### config.mk
export PLATFORM = sky130hd
export DESIGN_NAME = flash_host_ctrl
export DESIGN_NICKNAME = d
export VERILOG_FILES = /design/src/rtl/flash_host_pkg.sv /design/src/rtl/flash_host_ctrl.sv
export SDC_FILE = /design/constraint.sdc
export NUM_CORES = 1
export LEC_CHECK = 0
export ABC_AREA = 1
export BUFFER_PORTS_ARGS = -buffer_cell sky130_fd_sc_hd__buf_2
export CAP_MARGIN = 40
export CORE_AREA = 2 2 115 106
export CTS_CLUSTER_DIAMETER = 200
export DETAILED_ROUTE_END_ITERATION = 10
export DIE_AREA = 0 0 117 108
export HOLD_SLACK_MARGIN = 0.12
export MAX_ROUTING_LAYER = met4
export PLACE_DENSITY = 0.77
export SETUP_SLACK_MARGIN = 0.1
export SYNTH_ARGS = -nofsm -noshare
export SYNTH_HDL_FRONTEND = slang
export SYNTH_SLANG_ARGS = --single-unit
### constraint.sdc
create_clock -name core_clk -period 1.8 [get_ports core_clk]
set_input_delay 0.27 -clock core_clk [delete_from_list [all_inputs] [get_ports core_clk]]
set_output_delay 0.27 -clock core_clk [all_outputs]
set_load 0.05 [all_outputs]
### src/rtl/flash_host_pkg.sv
// Function
// - write: strobe and enable low, output-enable high
// - host issues only defined command sequences
// - on failure flag, host sends reset command (controller only reports it on failSeen)
// - leave identification mode with reset command
// - host holds reset pin low beyond minimum
//
// Purpose: constants and types for the parallel flash host controller
// Assumes: 100 MHz core_clk
// Notes:   times in ns, counts derived by rounding as required
package flash_host_pkg;

	localparam int CLK_PERIOD_NS = 10;
	localparam int ADDR_W = 20;
	localparam int DATA_W = 16;

	localparam int SETUP_NS = 40;
	localparam int STROBE_NS = 40;
	localparam int HOLD_NS = 20;
	localparam int READ_NS = 70;
	localparam int RESET_PULSE_NS = 500;
	localparam int RECOVER_NS = 20000;

	function automatic int nsToCyc(input int ns);
		int c;
		c = (ns + CLK_PERIOD_NS - 1) / CLK_PERIOD_NS;
		return (c < 1) ? 1 : c;
	endfunction : nsToCyc

	localparam int SETUP_CYC = nsToCyc(SETUP_NS);
	localparam int STROBE_CYC = nsToCyc(STROBE_NS);
	localparam int HOLD_CYC = nsToCyc(HOLD_NS);
	localparam int READ_CYC = nsToCyc(READ_NS);
	localparam int RESET_PULSE_CYC = nsToCyc(RESET_PULSE_NS) + 1;
	localparam int RECOVER_CYC = nsToCyc(RECOVER_NS);

	localparam logic [7:0] CMD_RESET = 8'hF0;
	localparam logic [7:0] LOCK_SET = 8'h01;
	localparam logic [7:0] LOCK_CLEAR = 8'h00;
	localparam int FAIL_BIT = 5;

	typedef enum logic [1:0] {
		OP_READ,
		OP_WRITE,
		OP_HWRESET
	} opKind_t;

	typedef struct packed {
		opKind_t             kind;
		logic [ADDR_W-1:0]   addr;
		logic [DATA_W-1:0]   data;
	} hostReq_t;

	typedef struct packed {
		logic                ceN;
		logic                weN;
		logic                oeN;
		logic                resetN;
	} busCtl_t;

endpackage : flash_host_pkg
### src/rtl/flash_host_ctrl.sv
// Purpose: host-side bus master for an asynchronous parallel NOR flash
// Assumes: one request at a time; reqValid sampled when reqReady high
// Notes:   data pins are three signals; oe low means the host drives
`timescale 1ns/1ns
module flash_host_ctrl
	import flash_host_pkg::*;
#(
	parameter int RECOVER_CYCLES = RECOVER_CYC,
	parameter int RESET_CYCLES   = RESET_PULSE_CYC
)
(
	input  wire logic              core_clk,
	input  wire logic              rst_b,
	input  wire logic              clkEn,
	input  wire logic              reqValid,
	input  wire hostReq_t          req,
	input  wire logic              byteMode,
	output logic                   reqReady,
	output logic                   rspValid,
	output logic [DATA_W-1:0]      rspData,
	output logic                   failSeen,
	output logic                   lockedSector,
	output logic                   flashBusy,
	output logic                   timeoutErr,
	output logic [ADDR_W-1:0]      flashAddr,
	output logic                   ceN,
	output logic                   weN,
	output logic                   oeN,
	output logic                   resetN,
	output logic                   widthSelN,
	input  wire logic [DATA_W-1:0] dqIn,
	output logic [DATA_W-1:0]      dqOut,
	output logic                   dqOe,
	input  wire logic              ready_busy_n
);

	// refuse counts the sequencer cannot serve
	if (RECOVER_CYCLES < 1 || RESET_CYCLES < 2)
	begin : g_badParams
		$error("flash_host_ctrl: bad timing parameters");
	end

	typedef enum logic [2:0] {
		S_IDLE,
		S_SETUP,
		S_STROBE,
		S_HOLD,
		S_READ,
		S_RSTLOW,
		S_RECOVER
	} state_t;

	localparam int CNT_W = 32;

	state_t            state_q, state_d;
	logic [CNT_W-1:0]  cnt_q, cnt_d;
	hostReq_t          req_q;
	busCtl_t           ctl_q, ctl_d;
	logic [DATA_W-1:0] dqMeta_q, dqSync_q;
	logic [1:0]        rbSync_q;
	logic              rspValid_q, failSeen_q, locked_q, timeout_q;
	logic [DATA_W-1:0] rspData_q;
	logic              dqOe_q, widthSelN_q;
	logic              ready_q, busy_q;

	wire logic cntDone = (cnt_q == '0);
	wire logic devReady = rbSync_q[1];
	wire logic isWrite = (req.kind == OP_WRITE);
	wire logic isHwReset = (req.kind == OP_HWRESET);
	wire logic takeReq = (state_q == S_IDLE) && reqValid;

	always_comb
	begin
		state_d = state_q;
		cnt_d = (cnt_q == '0) ? cnt_q : cnt_q - 1'b1;
		ctl_d = ctl_q;
		case (state_q)
			S_IDLE:
			begin
				if (reqValid)
				begin
					if (isHwReset)
					begin
						ctl_d = '{ceN: 1'b1, weN: 1'b1, oeN: 1'b1,
							resetN: 1'b0};
						cnt_d = CNT_W'(RESET_CYCLES - 1);
						state_d = S_RSTLOW;
					end
					else
					begin
						ctl_d.ceN = 1'b0;
						ctl_d.oeN = 1'b1;
						cnt_d = CNT_W'(SETUP_CYC - 1);
						state_d = isWrite ? S_SETUP : S_READ;
						if (!isWrite)
						begin
							ctl_d.oeN = 1'b0;
							cnt_d = CNT_W'(READ_CYC - 1);
						end
					end
				end
			end
			S_SETUP:
				if (cntDone)
				begin
					ctl_d.weN = 1'b0;
					cnt_d = CNT_W'(STROBE_CYC - 1);
					state_d = S_STROBE;
				end
			S_STROBE:
				if (cntDone)
				begin
					ctl_d.weN = 1'b1;
					cnt_d = CNT_W'(HOLD_CYC - 1);
					state_d = S_HOLD;
				end
			S_HOLD:
				if (cntDone)
				begin
					ctl_d.ceN = 1'b1;
					state_d = S_IDLE;
				end
			S_READ:
				if (cntDone)
				begin
					ctl_d.ceN = 1'b1;
					ctl_d.oeN = 1'b1;
					state_d = S_IDLE;
				end
			S_RSTLOW:
				if (cntDone)
				begin
					ctl_d.resetN = 1'b1;
					cnt_d = CNT_W'(RECOVER_CYCLES - 1);
					state_d = S_RECOVER;
				end
			S_RECOVER:
				// wait at most the ready time
				if (devReady || cntDone)
					state_d = S_IDLE;
			default:
				state_d = S_IDLE;
		endcase
	end

	// width select low selects byte addressing
	wire logic [ADDR_W-1:0] busAddr = req.addr;
	// failure flag seen on a read
	wire logic readFail = (state_q == S_READ) && cntDone
		&& dqSync_q[FAIL_BIT];
	// lock byte of one marks a protected sector
	wire logic readLock = (state_q == S_READ) && cntDone
		&& (dqSync_q[7:0] == LOCK_SET);
	wire logic recTimeout = (state_q == S_RECOVER) && cntDone
		&& !devReady;

	always_ff @(posedge core_clk)
	begin
		if (!rst_b)
		begin
			state_q <= S_IDLE;
			cnt_q <= '0;
			ctl_q <= '{ceN: 1'b1, weN: 1'b1, oeN: 1'b1, resetN: 1'b1};
			req_q <= '0;
			dqMeta_q <= '0;
			dqSync_q <= '0;
			rbSync_q <= '0;
			rspValid_q <= 1'b0;
			rspData_q <= '0;
			failSeen_q <= 1'b0;
			locked_q <= 1'b0;
			timeout_q <= 1'b0;
			dqOe_q <= 1'b1;
			widthSelN_q <= 1'b1;
			ready_q <= 1'b1;
			busy_q <= 1'b1;
		end
		else if (clkEn)
		begin
			state_q <= state_d;
			cnt_q <= cnt_d;
			ctl_q <= ctl_d;
			dqMeta_q <= dqIn;
			dqSync_q <= dqMeta_q;
			rbSync_q <= {rbSync_q[0], ready_busy_n};
			busy_q <= !rbSync_q[0];
			ready_q <= (state_d == S_IDLE);
			rspValid_q <= (state_q == S_READ) && cntDone;
			if ((state_q == S_READ) && cntDone)
			begin
				rspData_q <= dqSync_q;
				failSeen_q <= readFail;
				locked_q <= readLock;
			end
			timeout_q <= recTimeout;
			if (takeReq)
			begin
				req_q <= '{kind: req.kind, addr: busAddr,
					data: req.data};
				// low width select for byte mode
				widthSelN_q <= !byteMode;
				// drive data only on write cycles
				dqOe_q <= !isWrite;
			end
			else if (state_q == S_HOLD && cntDone)
				dqOe_q <= 1'b1;
		end
	end

	assign reqReady = ready_q;
	assign rspValid = rspValid_q;
	assign rspData = rspData_q;
	assign failSeen = failSeen_q;
	assign lockedSector = locked_q;
	assign flashBusy = busy_q;
	assign timeoutErr = timeout_q;
	assign flashAddr = req_q.addr;
	assign ceN = ctl_q.ceN;
	assign weN = ctl_q.weN;
	assign oeN = ctl_q.oeN;
	assign resetN = ctl_q.resetN;
	assign widthSelN = widthSelN_q;
	assign dqOut = req_q.data;
	assign dqOe = dqOe_q;

endmodule : flash_host_ctrl

==> results_dict.tcl <==
set metrics [dict create \
    globalRouteOverflowTotal 0 \
    dr.first_iter.drc_count 717 \
    path_buf_inv 1 \
    cts_buffers 17 \
    reg2regPathDepth 11 \
    synth_mux_area_frac 0 \
    drc 0 \
    critPathSlowestCell "dfxtp_2" \
    grtUsageTotal 0.307 \
    rows 37 \
    multi_input_area_mm2 0.00345 \
    fin_worst_skew_ns 0.00830 \
    setup_viol 0 \
    async_flop_share 0 \
    nNetsFinal 1160 \
    drive_gt1_frac 0.329 \
    fin_crit_ns 1.72 \
    slew_viol_final 0 \
    vias 6798 \
    path_clk_slew_ns 0.06 \
    grt_max_degree 82 \
    via_per_inst 5.38 \
    synth_area_leaders "dfxtp_1 (43%), nor2_1 (14%), nand2_1 (8.5%), o21ai_0 (7.1%), inv_1 (4.6%)" \
    finalPower_uw 10900 \
    clockBufferDepth 2 \
    yosysTopAreaCell "dfxtp_1" \
    ys_types 41 \
    rrSetupSlack_ns 0.08 \
    initial_core_util 0.543 \
    drtPass1Iterations 8 \
    die_area_mm2 0.0126 \
    ant_nets 0 \
    syn_nets 948 \
    tritoncts "built" \
    maxCapViolCount 0 \
    hold_depth 3 \
    synth-adder-area-share 0.0122 \
    synth-edff-count 0 \
    hold_viol_final 0 \
    cp_top_family "simple AND/OR/NAND/NOR gates" \
    seq_area_mm2 0.00269 \
    fmax_ghz 0.582 \
    reg2reg_to "resetN" \
    portBuffers 123 \
    dp_hpwl_mm 10.9 \
    grt_pass1_vias 6220 \
    io_pins 124 \
    yosys.area_share.simple 0.328 \
    synth-xor-area-share 0.0199 \
    root_buffer "clkbuf_16" \
    syn_avg_cell_area_um2 6.99 \
    grt_antenna_before_repair 0 \
    rsz0062_at_grt "true" \
    cp_data_required_time_ns 2.10 \
    leakagePower_uw 0.00433 \
    antenna_cells 0 \
    hold-path-endpoint "rbSync_q[0]" \
    syn_to_final_growth_pct 46.7 \
    dpl-instance-area_mm2 0.00710 \
    tightest_slew_ns 0.578 \
    ys.warnings.count 0 \
    gp_congestion 1.00 \
    wl_mm 20.0 \
    critPathKind "reg -> reg" \
    path_max_fanout 7 \
    pwr_density_cell_mw_per_mm2 1200 \
    fin_area_mm2 0.00904 \
    coreArea_mm2 0.0113 \
    synth_top_area_frac 0.432 \
    fin_crit_sh 0.954 \
    synth-seq-cells 133 \
    seq_area_frac_synth 0.432 \
    htreeDepth 4 \
    slowest_delay_ns 0.37 \
    clkSinkCount 133 \
    status "finished, final reports clean" \
    worstSetupEndpointType "flip-flop" \
    synth_top_family_by_area "simple AND/OR/NAND/NOR gates" \
    synth_compound_area_frac 0.130 \
    die_w_um 117 \
    grt_pass1_wl_mm 29.6 \
    ys.flop_type "dfxtp_1" \
    nFillCells 689 \
    crit_chain "nor2_4 -> nand2_4 -> nor2_4 -> nand2_4 -> nor2_4 -> buf_6 -> nand2_4 -> nand2_2 -> nand2_2 -> a21oi_2 -> o21ai_1" \
    synthCells 882 \
    netlist_area_mm2 0.00616 \
    clk-insertion-delay-late_ns 0.42 \
    startpoint_type "flip-flop" \
    die_y_um 108 \
    cp.arrival_ns 2.02 \
    reg2reg_from "cnt_q[5]" \
    relSlewSlack 0.614 \
    irDropWorstVdd_mv 0.724 \
    min_from "ready_busy_n" \
    routedWlPerCell_um 15.8 \
    hp-class "in -> reg" \
]
[power breakdown]
group | leakage [uW] | switching, uW | internal [uW]
clock | 0.000303 | 1280 | 2410
combinational | 0.00293 | 2370 | 1380
sequential | 0.00110 | 229 | 3210
total | 0.00433 | 3880 | 6990
[logic make-up after synthesis]
kind of cell / count (synthesis)
compound gates: 149
xor+xnor: 14
simple gates: 463
buf+inv: 117
flops: 133
fa+ha+maj: 6
[flip-flops by register name, indices dropped and copies added (netlist names), 2 cells and up]
signal	cells
cnt_q	32
flashAddr	20
dqMeta_q	16
dqOut	16
dqSync_q	16
rspData	16
state_q	3
rbSync_q	2
[cell usage in the layout (no fill, tap or decap), drive strengths merged, types with 2 or more instances in the layout]
cell type and instances:
xor2 13, o21ai 92, o211ai 3, nor3 7
o21bai 2, nand4 9, dlygate4sd3 53, nor2 241
ha 6, dfxtp 133, nand3 39, inv 81
a21oi 49, bufinv 3, clkbuf 30, buf 172
nand3b 2, nor3b 2, nor4 3, clkinvlp 2
and3 2, nand2 156
[through the flow]
| stage | setup slack (ns) | hold WS (ns) | TNS (ns) | util | instances |
|---|---|---|---|---|---|
| 3_3_place_gp | 0.0558 | 0.437 | 0 | 0.626 | 1157 |
| 3_5_place_dp | -0.00514 | 0.441 | -0.00802 | 0.626 | 1157 |
| 5_1_grt | -0.0196 | 0.204 | -0.0196 | 0.797 | 1263 |
| 2_1_floorplan | 0.171 | 0.370 | 0 | - | 882 |
| 4_1_cts | 0.102 | 0.167 | 0 | 0.742 | 1248 |
| 6_report | 0.0827 | 0.178 | 0 | 0.797 | 1263 |
[how the worst max path moves through the flow]
stage                    from     endpoint  slack, ns  cells after the start
floorplan            cnt_q[0]  rspData[10]       0.17                     12
global placement     cnt_q[0]   state_q[0]       0.06                     12
detailed placement   cnt_q[0]    cnt_q[10]     -0.005                     11
CTS                  cnt_q[6]    cnt_q[27]       0.10                     11
global route        cnt_q[19]    cnt_q[30]      -0.02                     12
finish               cnt_q[5]       resetN       0.08                     11
[worst register-to-register path: cells and delay by family (launching register included)]
family,cells,cell delay (ns)
simple gates,8,0.85
buf+inv,1,0.17
flops,1,0.37
compound gates,2,0.22
[area by class of cell]
| type | instances | area share |
|---|---|---|
| clock buffers | 26 | 0.0574 |
| flip-flops and latches | 133 | 0.298 |
| multi-input cells | 632 | 0.382 |
| clock inverters | 6 | 0.0126 |
| repair buffers | 229 | 0.193 |
| well taps | 156 | 0.0216 |
| inverters | 81 | 0.0356 |
[what timing repair did]
| action | 4_1_cts | 5_1_grt |
|---|---|---|
| gates cloned | 1 | 4 |
| endpoints found under the setup margin | 52 | 92 |
| hold buffers | 53 | 0 |
| endpoints found under the hold margin | 53 | 0 |
| resized for setup | 30 | 133 |
| pin swaps | 10 | 61 |
| buffers inserted | 5 | 11 |
[cells in the mapped netlist, types with 2 or more instances]
library cell	instances
o21ai_1	5
a21oi_2	10
nand2_4	2
xor2_1	13
inv_2	6
buf_2	9
inv_1	75
nor2_2	8
clkbuf_1	20
nand2_1	139
nand2_2	15
nor3_1	6
o21bai_1	2
a21oi_1	39
o211ai_1	3
nand3_1	37
nor4_1	3
o21ai_0	87
buf_1	3
nor2_4	7
buf_6	2
dfxtp_1	133
nand3b_1	2
ha_1	6
and3_1	2
nand4_1	9
nor2_1	225
[metal layers]
layer,share of wire,global-route usage,up-vias,wire (um)
li1,-,-,3231,-
met5,0,-,-,0
met3,0.088,0.0746,46,1760
met2,0.47,0.463,368,9300
met1,0.43,0.410,3153,8540
met4,0.018,0.0916,0,351
No activity file was read; power rests on OpenSTA's default activity.
